**src/rtl/ssq_params.svh**
```systemverilog
/*
 * Constants for the special instruction sequencer: opcodes, timing counts,
 * stack and ROM geometry, clock divider option codes.
 * Assumes it is included by bare name from the package and the modules.
 */
`ifndef SSQ_PARAMS_SVH
`define SSQ_PARAMS_SVH

// ----------------------------------------------------------------
// Opcodes of the special instructions
// ----------------------------------------------------------------
`define SSQ_OP_XCHG_SER   8'h4F
`define SSQ_OP_JMP_IND    8'hFF
`define SSQ_OP_SKIP_TMR   8'h41
`define SSQ_OP_PREFIX     8'h33
`define SSQ_OP2_RD_EDGE   8'h29
`define SSQ_OP2_LD_TABLE  8'hBF
`define SSQ_OP_CLR_ACC    8'h00

// ----------------------------------------------------------------
// Geometry and counts
// ----------------------------------------------------------------
`define SSQ_PC_W          10
`define SSQ_PAGE_W        6
`define SSQ_TB_DIV        1024
`define SSQ_SER_BITS      4
`define SSQ_EDGE_LOW_MIN  2

// ----------------------------------------------------------------
// Clock input option codes and their divide ratios
// ----------------------------------------------------------------
`define SSQ_CKI_DIV32     3'h0
`define SSQ_CKI_DIV16     3'h1
`define SSQ_CKI_DIV8      3'h2
`define SSQ_CKI_RC        3'h3
`define SSQ_CKI_SCHMITT   3'h4

`endif

```
**src/rtl/ssq_pkg.sv**
```systemverilog
/*
 * Types shared by the special instruction sequencer files.
 * Assumes ssq_params.svh is on the include path.
 */
`include "ssq_params.svh"

package ssq_pkg;

    // ------------------------------------------------------------
    // Sequencer states, Gray coded between FETCH and SECOND only
    // ------------------------------------------------------------
    typedef enum logic [1:0] {
        SSQ_ST_FETCH  = 2'b00,  // Normal fetch/execute
        SSQ_ST_SECOND = 2'b01,  // Second cycle of two-cycle op
        SSQ_ST_SKIP   = 2'b11   // Skipping one or two bytes
    } ssq_state_e;

    // Three-level return stack
    typedef struct packed {
        logic [`SSQ_PC_W-1:0] top;     // stack_top
        logic [`SSQ_PC_W-1:0] middle;  // stack_middle
        logic [`SSQ_PC_W-1:0] bottom;  // stack_bottom
    } ssq_stack_s;

    // Serial block state
    typedef struct packed {
        logic [3:0] shreg;   // serial_shift_counter_reg
        logic       sclk_l;  // serial_clock_latch
    } ssq_serial_s;

endpackage : ssq_pkg

```
**src/rtl/ssq_clkdiv.sv**
```systemverilog
/*
 * Instruction cycle tick generator from the oscillator clock.
 * Assumes clk_in is the oscillator and the option code is static.
 */
`timescale 1ns/100ps
`include "ssq_params.svh"

module ssq_clkdiv
    import ssq_pkg::*;
(
    input  wire logic       clk_in,    // Oscillator clock
    input  wire logic       nrst_in,   // Async reset, active low
    input  wire logic [2:0] opt_in,    // Clock input option code
    output logic            tick_out   // One-cycle instruction tick
);

    logic [4:0] cnt_r;   // Divider counter
    logic [4:0] last_w;  // Terminal count for option

    // Divide ratio from mask option
    always_comb begin
        if (opt_in == `SSQ_CKI_DIV32) begin
            last_w = 5'h1F;
        end else if (opt_in == `SSQ_CKI_DIV16) begin
            last_w = 5'h0F;
        end else if (opt_in == `SSQ_CKI_DIV8) begin
            last_w = 5'h07;
        end else begin
            last_w = 5'h03;
        end
    end

    // Counter and tick
    always_ff @(posedge clk_in or negedge nrst_in) begin
        if (!nrst_in) begin
            cnt_r    <= 5'h00;
            tick_out <= 1'b0;
        end else if (cnt_r >= last_w) begin
            cnt_r    <= 5'h00;
            tick_out <= 1'b1;
        end else begin
            cnt_r    <= cnt_r + 5'h01;
            tick_out <= 1'b0;
        end
    end

endmodule : ssq_clkdiv

```
**src/rtl/ssq_edge_latch.sv**
```systemverilog
/*
 * One falling-edge latch with a two-instruction-cycle low filter.
 * Assumes the input is already synchronised and tick_in is one cycle.
 * Latch is not cleared by reset; it powers up clear via its initial value.
 */
`timescale 1ns/100ps
`include "ssq_params.svh"

module ssq_edge_latch
    import ssq_pkg::*;
(
    input  wire logic clk_in,    // Oscillator clock
    input  wire logic tick_in,   // Instruction cycle tick
    input  wire logic line_in,   // Synchronised input line
    input  wire logic clr_in,    // Read-and-clear strobe
    output logic      latch_out  // Falling edge seen
);

    logic       prev_r = 1'b1;   // Line at last tick
    logic [1:0] low_r  = 2'h0;   // Low ticks since fall
    logic       latch_r = 1'b0;  // The latch itself

    // Sample line on instruction clock, count low duration
    always_ff @(posedge clk_in) begin
        if (tick_in) begin
            prev_r <= line_in;
            if (line_in) begin
                low_r <= 2'h0;
            end else if (prev_r || low_r != 2'h0) begin
                if (low_r != 2'h3) begin
                    low_r <= low_r + 2'h1;
                end
            end
        end
    end

    // Set wins over clear; no reset term
    always_ff @(posedge clk_in) begin
        if (tick_in && !line_in && low_r == 2'(`SSQ_EDGE_LOW_MIN - 1)) begin
            latch_r <= 1'b1;
        end else if (clr_in) begin
            latch_r <= 1'b0;
        end
    end

    assign latch_out = latch_r;

endmodule : ssq_edge_latch

```
**src/rtl/ssq_seq.sv**
```systemverilog
/*
 * Special instruction sequencer of a 4-bit controller core: serial
 * exchange, indirect jump, table load, edge-latch read, skip on timer,
 * plain binary program counter across pages and clock option divider.
 * Assumes ROM is read combinationally through rom_addr_out/rom_data_in,
 * the accumulator, carry and RAM digit live in the host core and are
 * presented here; results return through registered outputs.
 */
// Contract
// - Serial exchange swaps accumulator and serial register
// - Shift mode shifts one bit per cycle
// - Exchange updates serial clock output per config
// - Carry copied into serial clock latch
// - Indirect jump loads ROM word into low PC
// - Indirect jump takes two cycles
// - Edge latch sets on two-cycle low pulse
// - Latch read returns latches, then clears them
// - Bit 2 is clock pin or one
// - Bit 1 always reads zero
// - Reset does not clear edge latches
// - Table load pushes, fetches output latch, pops
// - Net stack effect: middle copied to bottom
// - Table load takes two cycles
// - Time-base divides by 1024, latches overflow
// - Skip on timer skips and clears latch
// - Skipped byte costs one cycle each
// - Sixteen pages of 64, binary counter
// - Jumps at last word of a page group act in next group
// - Clock option divides by 32/16/8/4
`timescale 1ns/100ps
`include "ssq_params.svh"

module ssq_seq
    import ssq_pkg::*;
#(
    parameter int TB_DIV = `SSQ_TB_DIV  // Time-base divide ratio
)(
    input  wire logic                 clk_in,        // Oscillator clock
    input  wire logic                 nrst_in,       // Async reset, low
    input  wire logic [2:0]           cki_opt_in,    // Clock option
    input  wire logic                 cko_in_opt_in, // Clock pin is input
    input  wire logic                 cko_pin_in,    // Clock pin level
    input  wire logic [7:0]           rom_data_in,   // ROM word at addr
    input  wire logic [3:0]           acc_in,        // Accumulator
    input  wire logic [3:0]           ram_digit_in,  // Addressed RAM
    input  wire logic                 carry_in,      // Carry flag
    input  wire logic                 ser_shift_in,  // Serial is shifter
    input  wire logic                 ser_sclk_en_in,// Clock enabled
    input  wire logic                 ser_in,        // Serial data in
    input  wire logic                 in0_in,        // Input line 0
    input  wire logic                 in3_in,        // Input line 3
    input  wire logic                 skip_in,       // Other op skips
    input  wire logic                 two_byte_in,   // Next op 2 bytes
    output logic [`SSQ_PC_W-1:0]      rom_addr_out,  // ROM address
    output logic [`SSQ_PC_W-1:0]      pc_out,        // Program counter
    output logic [3:0]                acc_out,       // Acc write data
    output logic                      acc_we_out,    // Acc write pulse
    output logic [7:0]                q_out,         // Output latch
    output logic                      sclk_out,      // serial_clock_out
    output logic                      ser_out,       // Serial data out
    output logic                      tb_flag_out,   // Overflow latch
    output logic                      tick_out,      // Instr cycle tick
    output logic                      busy_out       // In 2nd/skip cycle
);

    // ------------------------------------------------------------
    // Signals
    // ------------------------------------------------------------
    logic                 tick_w;       // Instruction tick
    ssq_state_e           state_r;      // Sequencer state
    logic [`SSQ_PC_W-1:0] pc_r;         // Program counter
    logic [`SSQ_PC_W-1:0] pc_inc_w;     // PC plus one
    logic [`SSQ_PC_W-1:0] ind_addr_w;   // Indirect address
    logic [7:0]           op_r;         // Opcode byte of prior
    logic                 prefix_r;     // Prior byte was prefix
    logic                 is_jid_w;     // Indirect jump decode
    logic                 is_load_table_indirect_w;    // Table load decode
    logic                 is_xas_w;     // Serial exchange decode
    logic                 is_skt_w;     // Skip on timer decode
    logic                 is_read_edge_latches_w;    // Edge read decode
    logic                 second_lq_r;  // Second cycle is table
    ssq_stack_s           stk_r;        // Return stack
    ssq_serial_s          ser_r;        // Serial block
    logic [9:0]           tb_cnt_r;     // Time-base counter
    logic                 tb_ovf_w;     // Counter wraps now
    logic                 tb_flag_r;    // Overflow latch
    logic [2:0]           s0_r, s1_r, s2_r; // Input synchronisers
    logic [2:0]           in_clean_r;   // Agreed input levels
    logic                 il0_w, il3_w; // Edge latch values
    logic                 il_clr_w;     // Latch clear strobe
    logic [1:0]           skip_cnt_r;   // Bytes left to skip

    // ------------------------------------------------------------
    // Clock divider
    // ------------------------------------------------------------
    ssq_clkdiv u_div (
        .clk_in   (clk_in),
        .nrst_in  (nrst_in),
        .opt_in   (cki_opt_in),
        .tick_out (tick_w)
    );

    // ------------------------------------------------------------
    // Decode of current ROM byte
    // ------------------------------------------------------------
    always_comb begin
        is_jid_w  = !prefix_r && rom_data_in == `SSQ_OP_JMP_IND;
        is_xas_w  = !prefix_r && rom_data_in == `SSQ_OP_XCHG_SER;
        is_skt_w  = !prefix_r && rom_data_in == `SSQ_OP_SKIP_TMR;
        is_read_edge_latches_w = prefix_r && rom_data_in == `SSQ_OP2_RD_EDGE;
        is_load_table_indirect_w = prefix_r && rom_data_in == `SSQ_OP2_LD_TABLE;
    end

    // Increment across page boundaries; plain binary
    assign pc_inc_w = pc_r + 10'h001;

    // Indirect address uses the incremented PC top bits so that a
    // last-word op falls into the next page group
    assign ind_addr_w = {pc_inc_w[9:8], acc_in, ram_digit_in};

    // ------------------------------------------------------------
    // Sequencer state, PC and skip bookkeeping
    // ------------------------------------------------------------
    always_ff @(posedge clk_in or negedge nrst_in) begin
        if (!nrst_in) begin
            state_r     <= SSQ_ST_FETCH;
            pc_r        <= 10'h000;
            prefix_r    <= 1'b0;
            op_r        <= 8'h00;
            second_lq_r <= 1'b0;
            skip_cnt_r  <= 2'h0;
        end else if (tick_w) begin
            case (state_r)
                SSQ_ST_FETCH: begin
                    op_r     <= rom_data_in;
                    prefix_r <= !prefix_r &&
                                rom_data_in == `SSQ_OP_PREFIX;
                    if (is_jid_w || is_load_table_indirect_w) begin
                        state_r     <= SSQ_ST_SECOND;
                        second_lq_r <= is_load_table_indirect_w;
                        pc_r        <= pc_inc_w;
                    end else if ((is_skt_w && tb_flag_r) || skip_in) begin
                        state_r    <= SSQ_ST_SKIP;
                        skip_cnt_r <= two_byte_in ? 2'h2 : 2'h1;
                        pc_r       <= pc_inc_w;
                    end else begin
                        pc_r <= pc_inc_w;
                    end
                end
                SSQ_ST_SECOND: begin
                    state_r <= SSQ_ST_FETCH;
                    if (!second_lq_r) begin
                        // Top two bits kept
                        pc_r <= {pc_r[9:8], rom_data_in};
                    end
                end
                SSQ_ST_SKIP: begin
                    // One cycle per skipped byte, no two-cycle ops
                    pc_r       <= pc_inc_w;
                    prefix_r   <= 1'b0;
                    skip_cnt_r <= skip_cnt_r - 2'h1;
                    if (skip_cnt_r == 2'h1) begin
                        state_r <= SSQ_ST_FETCH;
                    end
                end
                default: begin
                    state_r <= SSQ_ST_FETCH;
                end
            endcase
        end
    end

    // ------------------------------------------------------------
    // ROM address mux: indirect word in second cycle
    // ------------------------------------------------------------
    always_ff @(posedge clk_in or negedge nrst_in) begin
        if (!nrst_in) begin
            rom_addr_out <= 10'h000;
        end else if (tick_w && state_r == SSQ_ST_FETCH &&
                     (is_jid_w || is_load_table_indirect_w)) begin
            rom_addr_out <= ind_addr_w;
        end else if (tick_w && state_r == SSQ_ST_SECOND) begin
            // Table load resumes at the saved PC, jump at its target
            rom_addr_out <= second_lq_r ? pc_r :
                            {pc_r[9:8], rom_data_in};
        end else if (tick_w) begin
            rom_addr_out <= pc_inc_w;
        end
    end

    // ------------------------------------------------------------
    // Stack: push then pop leaves middle copied to bottom
    // ------------------------------------------------------------
    always_ff @(posedge clk_in or negedge nrst_in) begin
        if (!nrst_in) begin
            stk_r <= '0;
        end else if (tick_w && state_r == SSQ_ST_SECOND && second_lq_r) begin
            stk_r.bottom <= stk_r.middle;
        end
    end

    // Output latch loaded from table word
    always_ff @(posedge clk_in or negedge nrst_in) begin
        if (!nrst_in) begin
            q_out <= 8'h00;
        end else if (tick_w && state_r == SSQ_ST_SECOND && second_lq_r) begin
            q_out <= rom_data_in;
        end
    end

    // ------------------------------------------------------------
    // Serial register: exchange or shift
    // ------------------------------------------------------------
    always_ff @(posedge clk_in or negedge nrst_in) begin
        if (!nrst_in) begin
            ser_r <= '0;
        end else if (tick_w && state_r == SSQ_ST_FETCH && is_xas_w) begin
            ser_r.shreg  <= acc_in;
            ser_r.sclk_l <= carry_in;
        end else if (tick_w && ser_shift_in) begin
            ser_r.shreg <= {ser_r.shreg[2:0], ser_in};
        end
    end

    // Serial clock and data outputs
    always_ff @(posedge clk_in or negedge nrst_in) begin
        if (!nrst_in) begin
            sclk_out <= 1'b0;
            ser_out  <= 1'b0;
        end else begin
            sclk_out <= ser_r.sclk_l && ser_sclk_en_in &&
                        ser_shift_in && !tick_w;
            ser_out  <= ser_shift_in ? ser_r.shreg[3] : 1'b0;
        end
    end

    // ------------------------------------------------------------
    // Accumulator write-back for exchange and edge read
    // ------------------------------------------------------------
    always_ff @(posedge clk_in or negedge nrst_in) begin
        if (!nrst_in) begin
            acc_out    <= 4'h0;
            acc_we_out <= 1'b0;
        end else if (tick_w && state_r == SSQ_ST_FETCH && is_xas_w) begin
            acc_out    <= ser_r.shreg;
            acc_we_out <= 1'b1;
        end else if (tick_w && state_r == SSQ_ST_FETCH && is_read_edge_latches_w) begin
            acc_out    <= {il3_w, cko_in_opt_in ? in_clean_r[2] : 1'b1,
                           1'b0, il0_w};
            acc_we_out <= 1'b1;
        end else begin
            acc_we_out <= 1'b0;
        end
    end

    assign il_clr_w = tick_w && state_r == SSQ_ST_FETCH && is_read_edge_latches_w;

    // ------------------------------------------------------------
    // Pin synchronisers: change accepted when stages 2 and 3 agree
    // ------------------------------------------------------------
    always_ff @(posedge clk_in or negedge nrst_in) begin
        if (!nrst_in) begin
            s0_r       <= 3'h7;
            s1_r       <= 3'h7;
            s2_r       <= 3'h7;
            in_clean_r <= 3'h7;
        end else begin
            s0_r <= {cko_pin_in, in3_in, in0_in};
            s1_r <= s0_r;
            s2_r <= s1_r;
            for (int i = 0; i < 3; i++) begin
                if (s1_r[i] == s2_r[i]) begin
                    in_clean_r[i] <= s2_r[i];
                end
            end
        end
    end

    // Edge latches on the filtered lines
    ssq_edge_latch u_il0 (
        .clk_in    (clk_in),
        .tick_in   (tick_w),
        .line_in   (in_clean_r[0]),
        .clr_in    (il_clr_w),
        .latch_out (il0_w)
    );

    ssq_edge_latch u_il3 (
        .clk_in    (clk_in),
        .tick_in   (tick_w),
        .line_in   (in_clean_r[1]),
        .clr_in    (il_clr_w),
        .latch_out (il3_w)
    );

    // ------------------------------------------------------------
    // Time-base counter and overflow latch
    // ------------------------------------------------------------
    assign tb_ovf_w = tick_w && tb_cnt_r == 10'(TB_DIV - 1);

    always_ff @(posedge clk_in or negedge nrst_in) begin
        if (!nrst_in) begin
            tb_cnt_r <= 10'h000;
        end else if (tb_ovf_w) begin
            tb_cnt_r <= 10'h000;
        end else if (tick_w) begin
            tb_cnt_r <= tb_cnt_r + 10'h001;
        end
    end

    always_ff @(posedge clk_in or negedge nrst_in) begin
        if (!nrst_in) begin
            tb_flag_r <= 1'b0;
        end else if (tb_ovf_w) begin
            tb_flag_r <= 1'b1;
        end else if (tick_w && state_r == SSQ_ST_FETCH && is_skt_w) begin
            tb_flag_r <= 1'b0;
        end
    end

    // ------------------------------------------------------------
    // Registered status outputs
    // ------------------------------------------------------------
    always_ff @(posedge clk_in or negedge nrst_in) begin
        if (!nrst_in) begin
            pc_out      <= 10'h000;
            tb_flag_out <= 1'b0;
            tick_out    <= 1'b0;
            busy_out    <= 1'b0;
        end else begin
            pc_out      <= pc_r;
            tb_flag_out <= tb_flag_r;
            tick_out    <= tick_w;
            busy_out    <= state_r != SSQ_ST_FETCH;
        end
    end

endmodule : ssq_seq

```
**config.mk**
```make
export PLATFORM = sky130hd
export DESIGN_NAME = ssq_seq
export DESIGN_NICKNAME = d
export VERILOG_FILES = /design/src/rtl/ssq_pkg.sv /design/src/rtl/ssq_clkdiv.sv /design/src/rtl/ssq_edge_latch.sv /design/src/rtl/ssq_seq.sv
export VERILOG_INCLUDE_DIRS = /design/src /design/src/rtl
export SDC_FILE = /design/constraint.sdc
export NUM_CORES = 1
export LEC_CHECK = 0
export ABC_AREA = 0
export BUFFER_PORTS_ARGS = -buffer_cell sky130_fd_sc_hd__buf_2
export CAP_MARGIN = 20
export CELL_PAD_IN_SITES_DETAIL_PLACEMENT = 1
export CELL_PAD_IN_SITES_GLOBAL_PLACEMENT = 1
export CORE_ASPECT_RATIO = 0.5
export CORE_UTILIZATION = 47
export CTS_CLUSTER_SIZE = 20
export DETAILED_ROUTE_END_ITERATION = 6
export PLACE_DENSITY = 0.86
export SYNTH_ARGS = -nofsm -noshare
export SYNTH_HDL_FRONTEND = slang
export SYNTH_SLANG_ARGS = --single-unit
```
**constraint.sdc**
```tcl
create_clock -name clk_in -period 4 [get_ports clk_in]
set_clock_uncertainty 0.05 [all_clocks]
set_input_delay 0.6 -clock clk_in [delete_from_list [all_inputs] [get_ports clk_in]]
set_output_delay 0.6 -clock clk_in [all_outputs]
set_load 0.05 [all_outputs]
```
==> flow_summary_export.csv, run 1 <==
group,metric,value,unit
status,status,"complete, no violations",
synthesis,synth.most_common_cell,"dfrtp_1",
power,irDropWorstVdd,0.331,mV
timing,fin_ws,1.62,ns
clock_network,cts_buffer_depth,2,
synthesis,synth_fp_nets,467,
route,routed_via_density,5.67,
layout,postLayoutCoreUtil,56.1,%
layout,final_area,5340,µm²
floorplan,core,9510,µm²
synthesis,synth_ff_type,"dfrtp_1",
clock_network,h-tree-depth,3,
grt,antenna_found_initial,0,
placement,portBuffers,68,
timing,fmax,420,MHz
clock_network,holdBufCountCts,0,
synthesis,synth_cell_types,66,
layout,nNetsFinal,528,
synthesis,yosysSeqAreaShare,52.7,%
synthesis,synthCells,419,
timing,setup_viol,0,
floorplan,row_count,25,
critical_path,endpoint_kind,"register",
critical_path,critPathKind,"register to register",
power,power_density,769,nW/µm²
timing,period_share,59.5,%
grt,grtUsageTotal,24.2,%
placement,post-place-ws,1.65,ns
timing,slew_headroom,38.8,%
placement,place_area,5000,µm²
synthesis,synth_area_leader_cell,"dfrtp_1",
layout,nFillCells,1083,
timing,fin_setup_tns,0,ns
layout,seqCellArea,2440,µm²
critical_path,reg2reg_from,"state_r[0]",
critical_path,cp_data_arrival_time,2.56,ns
route,num_vias,3509,
grt,overflow,0,
route,first_iter_violations,237,
floorplan,fp.dieW,142,µm
critical_path,cp.required,4.18,ns
floorplan,ios,69,
hold_path,min_path_type,"register to register",
layout,diodes,0,
clock_network,postCtsSetupBuffers,0,
floorplan,start_util,48.6,%
floorplan,dieArea,10300,µm²
synthesis,synth_commonest_cells,"dfrtp_1 (76), nand2_1 (30), inv_1 (25)",
clock_network,cts.sinks,96,
placement,hpwl,8250,µm
route,wl_per_cell,18.8,µm
critical_path,start_kind,"register",
clock_network,path_clk_slew,0.07,ns
route,dr.pass1.iters,4,
synthesis,yosys_warnings,0,
power,p_leak,0.00239,µW
run,drv_cap,0,
placement,routabilityCongestion,0.887,
route,routed_wl,11600,µm
grt,grt_pass1_vias,3667,
route,drc_errors,0,
timing,period_needed,2.38,ns
grt,grt_max_degree,73,
layout,layout-drive-gt1-share,24.2,%
synthesis,synthArstFlopShare,91.7,%
synthesis,netlist_area,4620,µm²
clock_network,cts_tree,"yes",
synthesis,synth_edf_count,6,
grt,grt_first_pass_wirelength,18700,µm
layout,area_growth,15.4,%
clock_network,clockRootBuffer,"clkbuf_16",
clock_network,cts_resized,0,
timing,worstMarginPinSlew,0.918,ns
synthesis,ys_ff_latch,96,
timing,rsz0062_at_grt,"no",
timing,drv_slew,0,
layout,multi_input_area,1950,µm²
timing,timing.final.hold_violations,0,
synthesis,syn_area_per_cell,11.0,µm²
clock_network,clock_latency,0.35,ns
route,ant_nets,0,
hold_path,hold_start,"s0_r[1]",
clock_network,numCtsBuffers,9,
floorplan,die_h,72.1,µm
timing,hold_ws,0.300,ns
critical_path,path_max_fanout,15,
synthesis,synth_top_area_share,41.1,%
synthesis,synth_area_leaders,"dfrtp_1 (41%), dfstp_2 (6.8%), ha_1 (4.6%)",
critical_path,startpoint,"state_r[0]",
final timing paths:
| path | slack (ns) | end | cells past startpoint |
|---|---|---|---|
| min in group asynchronous | 0.32 | sclk_out | 1 |
| setup / recovery | 1.62 | acc_out[2] | 6 |
| max in group asynchronous | 2.75 | state_r[1] | 2 |
| setup reg to reg | 1.62 | acc_out[2] | 6 |
| hold / removal | 0.30 | s1_r[1] | 0 |
| hold reg to reg | 0.30 | s1_r[1] | 0 |
where the power goes:
group          total [µW]  switching [µW]  internal [µW]  leakage [µW]
registers            1550             279           1270       0.00112
logic                1610            1090            519       0.00111
clock network         944             359            584      0.000157
cells by family (layout without fill, tap and decap cells):
logic type / after synthesis / in the layout / synth area share (%)
AOI/OAI and AO/OA: 102 / 102 / 14.5
and+or+nand+nor: 119 / 119 / 14.5
adders and majority gates: 20 / 20 / 5.25
muxes: 23 / 23 / 5.30
xor gates and xnor gates: 14 / 14 / 2.65
buffers and inverters: 45 / 110 / 5.17
DFF: 96 / 96 / 52.7
stage by stage:
stage | instances | total power (µW)
5_1_grt | 619 | 4330
4_1_cts | 619 | 4130
2_1_floorplan | 419 | 2730
3_5_place_dp | 604 | 3160
3_3_place_gp | 604 | 3080
6_report | 619 | 4110
placed cells by master, fill, tap and decap left out, types with 6 or more instances in the layout:
cell type	count
mux2i_1	11
a21oi_1	22
clkbuf_16	10
nor2_1	24
nor2b_1	6
nand3_1	13
inv_1	25
o22ai_1	9
nand2_1	30
edfxtp_1	6
dfrtp_1	76
a31oi_1	8
o21ai_0	22
nand4_1	7
ha_1	17
mux2_2	11
buf_2	67
a21o_1	7
dfstp_2	12
xor2_1	9
layer usage:
layer	global-route usage (%)	share of wire, %	vias up
met5	0	0	-
met4	8.60	1.6	0
met3	7.13	6.8	25
met2	39.1	47	109
met1	31.2	45	1743
li1	-	-	1632
registers in the layout, indices dropped and copies added, names as in the netlist, 3 cells and up:
register,cells
rom_addr_out,10
tb_cnt_r,10
ser_r,5
q_out,8
s0_r,3
in_clean_r,3
s1_r,3
u_div.cnt_r,5
pc_out,10
pc_r,10
acc_out,4
s2_r,3
layout make-up:
type                       instances  area share, %
sequential                        96           45.7
clock inverter                     4           1.43
timing repair buffer              70           6.71
multi-input combinational        278           36.5
inverter                          25           1.76
clock buffer                      11           4.76
tap                              135           3.17
worst max-delay path, cell delays in order (launching register included):
cell and delay, ns:
dfrtp_1 0.41, inv_1 0.10, ha_1 0.33, and2_0 0.32
and4_1 0.61, nor2_1 0.13, a221o_1 0.31
Note: power is estimated with default switching activity, not from simulation.
==> inputs of run 2 (changes only) <==
--- a/config.mk
+++ b/config.mk
@@ -12,10 +12,10 @@
 export CELL_PAD_IN_SITES_DETAIL_PLACEMENT = 1
 export CELL_PAD_IN_SITES_GLOBAL_PLACEMENT = 1
 export CORE_ASPECT_RATIO = 0.5
-export CORE_UTILIZATION = 47
+export CORE_UTILIZATION = 45
 export CTS_CLUSTER_SIZE = 20
 export DETAILED_ROUTE_END_ITERATION = 6
-export PLACE_DENSITY = 0.86
+export PLACE_DENSITY = 0.83
 export SYNTH_ARGS = -nofsm -noshare
 export SYNTH_HDL_FRONTEND = slang
 export SYNTH_SLANG_ARGS = --single-unit
==> constraint.sdc (replaced) <==
create_clock -name clk_in -period 2.4 [get_ports clk_in]
set_clock_uncertainty 0.05 [all_clocks]
set_input_delay 0.36 -clock clk_in [delete_from_list [all_inputs] [get_ports clk_in]]
set_output_delay 0.36 -clock clk_in [all_outputs]
set_load 0.05 [all_outputs]
==> run 2 against run 1 <==
Sequential share of layout area fell by 0.45 points. Cell count rose by 2.3%. Sequential power rose by 67%. Clock power rose by 41%. Via count rose by 2.0%. Utilization fell by 0.54 points. Flip-flop and latch count did not move. Non-clock buffer count rose by 13. Hold slack got worse by 0.24 ns. Setup slack got worse by 1.3 ns.
==> flow_summary_export.csv, run 2 (synthesis results as in run 1) <==
group,metric,value,unit
status,status,"complete, no violations",
critical_path,reg2regPathDepth,5,
clock_network,h-tree-depth,3,
timing,timing.final.hold_violations,0,
layout,layout_common_cells,"dfrtp_1 (76), buf_2 (67), nand2_1 (30)",
hold_path,holdPathStages,1,
clock_network,clockRootBuffer,"clkbuf_16",
timing,worstMarginPinSlew,0.595,ns
clock_network,clock_latency,0.34,ns
route,routed_wl,11900,µm
timing,period_share,84.9,%
critical_path,start_kind,"register",
route,first_iter_violations,219,
power,irDropWorstVdd,0.693,mV
layout,nFillCells,1101,
grt,met2_usage,38.5,%
placement,portBuffers,68,
run,drv_cap,0,
critical_path,crit_path_cell_trace,"buf_4 > and3_1 > o2111ai_1 > o21ai_0 > o31ai_1",
critical_path,critical-path-slowest-cell,"dfrtp_1",
critical_path,path_max_fanout,38,
floorplan,start_util,47.7,%
clock_network,cts.sinks,96,
timing,period_needed,2.04,ns
route,num_vias,3580,
hold_path,hold_start,"in0_in",
power,p_leak,0.00243,µW
timing,fmax,491,MHz
grt,grt_max_degree,50,
floorplan,ios,69,
layout,diodes,0,
route,drc_errors,0,
hold_path,min_path_type,"input port to register",
floorplan,die_h,73.7,µm
layout,area_growth,16.5,%
grt,grt_pass1_vias,3629,
timing,drv_slew,0,
timing,slew_headroom,59.8,%
critical_path,critPathKind,"register to register",
grt,met3_usage,5.59,%
layout,layout-drive-gt1-share,25.5,%
grt,grt_first_pass_wirelength,19200,µm
placement,dp_cells,616,
route,routed_via_density,5.66,
critical_path,reg2reg_from,"u_div.tick_out",
power,power_density,1250,nW/µm²
layout,nNetsFinal,541,
grt,grt-busiest-layer,"met2",
grt,overflow,0,
clock_network,cts_buffer_depth,2,
floorplan,dieArea,10700,µm²
route,dr.pass1.iters,4,
route,wl_per_cell,18.8,µm
critical_path,startpoint,"u_div.tick_out",
timing,setup_viol,0,
grt,antenna_found_initial,0,
timing,rsz0062_at_grt,"no",
clock_network,cts_tree,"yes",
critical_path,cp_data_arrival_time,2.20,ns
grt,use_met1,32.7,%
critical_path,cp.required,2.57,ns
floorplan,row_count,25,
layout,fin_cells,633,
placement,routabilityCongestion,0.885,
layout,layout_commonest_cell,"dfrtp_1",
critical_path,worst_path_largest_cell_delay,0.63,ns
floorplan,core,9700,µm²
clock_network,postCtsSetupBuffers,0,
grt,grtUsageTotal,23.9,%
critical_path,endpoint_kind,"register",
timing,fin_setup_tns,0,ns
placement,hpwl,8630,µm
clock_network,path_clk_slew,0.06,ns
route,ant_nets,0,
floorplan,fp.dieW,145,µm
clock_network,numCtsBuffers,9,
==> run 2: cell types whose count changed in the layout (fill, tap and decap cells not counted), sizes merged <==
cell / before / now
buf: 70 / 82
clkbuf: 11 / 14
inv: 26 / 25
bufinv: 2 / 0
clkinv: 0 / 1
dlygate4sd3: 0 / 1
==> run 2: per-layer routing <==
layer	wire (µm)	share of wire, %	vias up
met5	0	0	-
met4	101	0.85	0
met3	562	4.7	12
met2	5520	46	101
met1	5720	48	1805
li1	-	-	1662
==> run 2: area by class of cell <==
cell class                 count  area [µm²]  share of cell area [%]
tap                          135         169                    3.14
timing repair buffer          83         470                    8.73
inverter                      25        93.8                    1.74
sequential                    96        2440                    45.2
clock buffer                  14         254                    4.71
multi-input combinational    278        1950                    36.1
clock inverter                 2        16.3                   0.302
==> run 2: final timing paths <==
check | end | slack [ns]
setup / recovery | tb_cnt_r[9] | 0.36
hold / removal | s0_r[0] | 0.06
setup reg to reg | tb_cnt_r[9] | 0.36
hold reg to reg | s1_r[0] | 0.30
max in group asynchronous | s0_r[0] | 1.29
min in group asynchronous | prefix_r | 0.36
==> run 2: per-stage QoR <==
step	utilization (%)	hold slack (ns)	power [µW]	cell area (µm²)	setup slack, ns
4_1_cts	55.6	0.0554	6710	5390	0.360
3_5_place_dp	52.7	0.160	5340	5110	0.367
5_1_grt	55.6	0.0567	7080	5390	0.198
6_report	55.6	0.0616	6710	5390	0.362
2_1_floorplan	-	0.0144	4560	4620	0.594
3_3_place_gp	52.7	0.158	5230	5110	0.429
==> run 2: report_power, final <==
part	internal, µW	total, µW	switching, µW
Sequential	2120	2590	466
Combinational	937	2790	1850
Clock	735	1330	600
Total	3790	6710	2920
==> run 2: timing repair <==
item | in CTS | in global routing
hold endpoints to repair | 10 | 0
gates resized for setup | 0 | 0
hold buffers | 1 | 0
==> run 2: worst max-delay path: cells and delay by family, from the launching register on <==
| family | cells | cell delay (ns) |
|---|---|---|
| buffers and inverters | 1 | 0.44 |
| AO/OA/AOI/OAI | 3 | 0.50 |
| AND/OR/NAND/NOR | 1 | 0.29 |
| flip-flops | 1 | 0.63 |
==> inputs of run 3 (changes only) <==
==> constraint.sdc (replaced) <==
create_clock -name clk_in -period 2.1 [get_ports clk_in]
set_clock_uncertainty 0.05 [all_clocks]
set_input_delay 0.315 -clock clk_in [delete_from_list [all_inputs] [get_ports clk_in]]
set_output_delay 0.315 -clock clk_in [all_outputs]
set_load 0.05 [all_outputs]
==> run 3 against run 2 <==
Combinational power grew 16%. Global-route usage fell by 0.18 points. Via count rose by 0.11%. Flip-flop and latch count unchanged. Sequential share of layout area fell by 0.95 points. Register-to-register slack got worse by 0.24 ns. Routed wire length down 2.3%. Clock-buffer cell count shrank 4. Setup slack got worse by 0.24 ns. Hold slack worse by 0.050 ns. Critical endpoint is now rom_addr_out[8]. Largest cell class unchanged. Highest routed layer unchanged.
==> flow_summary_export.csv, run 3 (synthesis results as in run 1) <==
group,metric,value,unit
status,status,"complete, no violations",
grt,grtUsageTotal,23.7,%
critical_path,reg2reg_slack,0.12,ns
route,drc_errors,0,
critical_path,path_max_fanout,7,
critical_path,endpoint_kind,"register",
timing,period_needed,1.98,ns
placement,routabilityCongestion,0.838,
grt,overflow,0,
timing,rsz0062_at_grt,"no",
clock_network,numCtsBuffers,9,
grt,grt_first_pass_wirelength,19100,µm
critical_path,timing.rr.end,"rom_addr_out[8]",
route,routed_via_density,5.62,
critical_path,cp.required,2.32,ns
grt,grt_pass1_vias,3721,
clock_network,cts_tree,"yes",
grt,grt_max_degree,89,
timing,fmax,505,MHz
layout,area_growth,19.0,%
layout,layout_common_cells,"dfrtp_1 (76), buf_2 (67), nand2_1 (30)",
route,first_iter_violations,197,
floorplan,dieArea,10700,µm²
layout,nFillCells,1080,
placement,hpwl,8370,µm
timing,period_share,94.4,%
clock_network,h-tree-depth,3,
critical_path,cp_data_arrival_time,2.20,ns
power,power_density,1440,nW/µm²
grt,antenna_found_initial,0,
floorplan,start_util,47.7,%
timing,setup_viol,0,
floorplan,die_h,73.7,µm
layout,diodes,0,
clock_network,cts_buffer_depth,2,
critical_path,startpoint,"pc_r[1]",
floorplan,row_count,25,
timing,drv_slew,0,
placement,portBuffers,68,
layout,nNetsFinal,546,
critical_path,crit_cells,5,
clock_network,path_clk_slew,0.06,ns
layout,layout-drive-gt1-share,27.0,%
floorplan,core,9700,µm²
clock_network,clock_latency,0.35,ns
critical_path,crit_path_cell_trace,"ha_1 > and4_2 > nand4_1 > or3_1 > a31oi_1",
critical_path,critPathKind,"register to register",
power,p_leak,0.00248,µW
layout,postLayoutCoreUtil,56.7,%
timing,worstMarginPinSlew,0.558,ns
floorplan,ios,69,
route,routed_wl,11600,µm
power,irDropWorstVdd,0.631,mV
clock_network,cts.sinks,96,
critical_path,start_kind,"register",
route,wl_per_cell,18.2,µm
critical_path,reg2reg_from,"pc_r[1]",
critical_path,critPathBufInv,0,
critical_path,reg2regPathDepth,5,
timing,timing.final.hold_violations,0,
route,num_vias,3584,
critical_path,path_delay_family,"simple AND/OR/NAND/NOR gates",
floorplan,fp.dieW,145,µm
hold_path,min_path_type,"input port to register",
critical_path,worst_path_largest_cell_delay,0.50,ns
timing,fin_setup_tns,0,ns
clock_network,clockRootBuffer,"clkbuf_16",
layout,layout_commonest_cell,"dfrtp_1",
critical_path,critical-path-slowest-cell,"dfrtp_1",
critical_path,cp-endpoint,"rom_addr_out[8]",
route,ant_nets,0,
route,dr.pass1.iters,4,
timing,slew_headroom,62.3,%
run,drv_cap,0,
run 3: per-layer routing:
layer,vias up,GRT usage (%),part of all wire [%],wire length [µm]
met4,0,7.95,1.4,166
met1,1804,31.3,45,5180
li1,1674,-,-,-
met2,92,39.1,47,5480
met3,14,5.53,6.9,804
met5,-,0,0,0
run 3: how the worst min path moves through the flow:
stage,from,end,slack [ns],cells past startpoint
final,in0_in,s0_r[0],0.01,1
after global routing,cko_pin_in,s0_r[2],0.009,1
after CTS,in0_in,s0_r[0],0.007,1
after detailed placement,s0_r[0],s1_r[0],0.30,0
after global placement,s0_r[1],s1_r[1],0.30,0
after floorplan,nrst_in,acc_out[0],-0.03,0
run 3: final cells by class:
cell class | count | area [µm²] | area share (%)
repair buffers | 88 | 510 | 9.28
multi-input cells | 278 | 1960 | 35.7
clock buffers | 10 | 239 | 4.34
well taps | 135 | 169 | 3.07
inverters | 25 | 93.8 | 1.71
clock inverters | 6 | 90.1 | 1.64
flip-flops and latches | 96 | 2440 | 44.3
run 3: stage by stage:
stage | hold slack [ns] | instance area [µm²] | setup WS [ns] | total power [µW] | std cells
2_1_floorplan | -0.0306 | 4620 | 0.294 | 5210 | 419
3_3_place_gp | 0.295 | 5140 | 0.171 | 5990 | 620
3_5_place_dp | 0.298 | 5140 | 0.0300 | 6120 | 620
4_1_cts | 0.00690 | 5490 | 0.0334 | 7950 | 638
5_1_grt | 0.00884 | 5500 | 0.00578 | 8380 | 638
6_report | 0.0121 | 5500 | 0.118 | 7920 | 638
run 3: report_power, final:
part           leakage (µW)  total (µW)  switching, µW  internal, µW
clock              0.000159        1790            706          1080
combinational       0.00120        3230           2140          1100
sequential          0.00112        2900            469          2430
total               0.00248        7920           3310          4610
run 3: timing repair:
action | CTS | global route
resized for setup | 0 | 2
hold endpoints to repair | 77 | 0
buffers inserted | 0 | 0
endpoints found under the setup margin | 0 | 3
hold buffers | 2 | 0
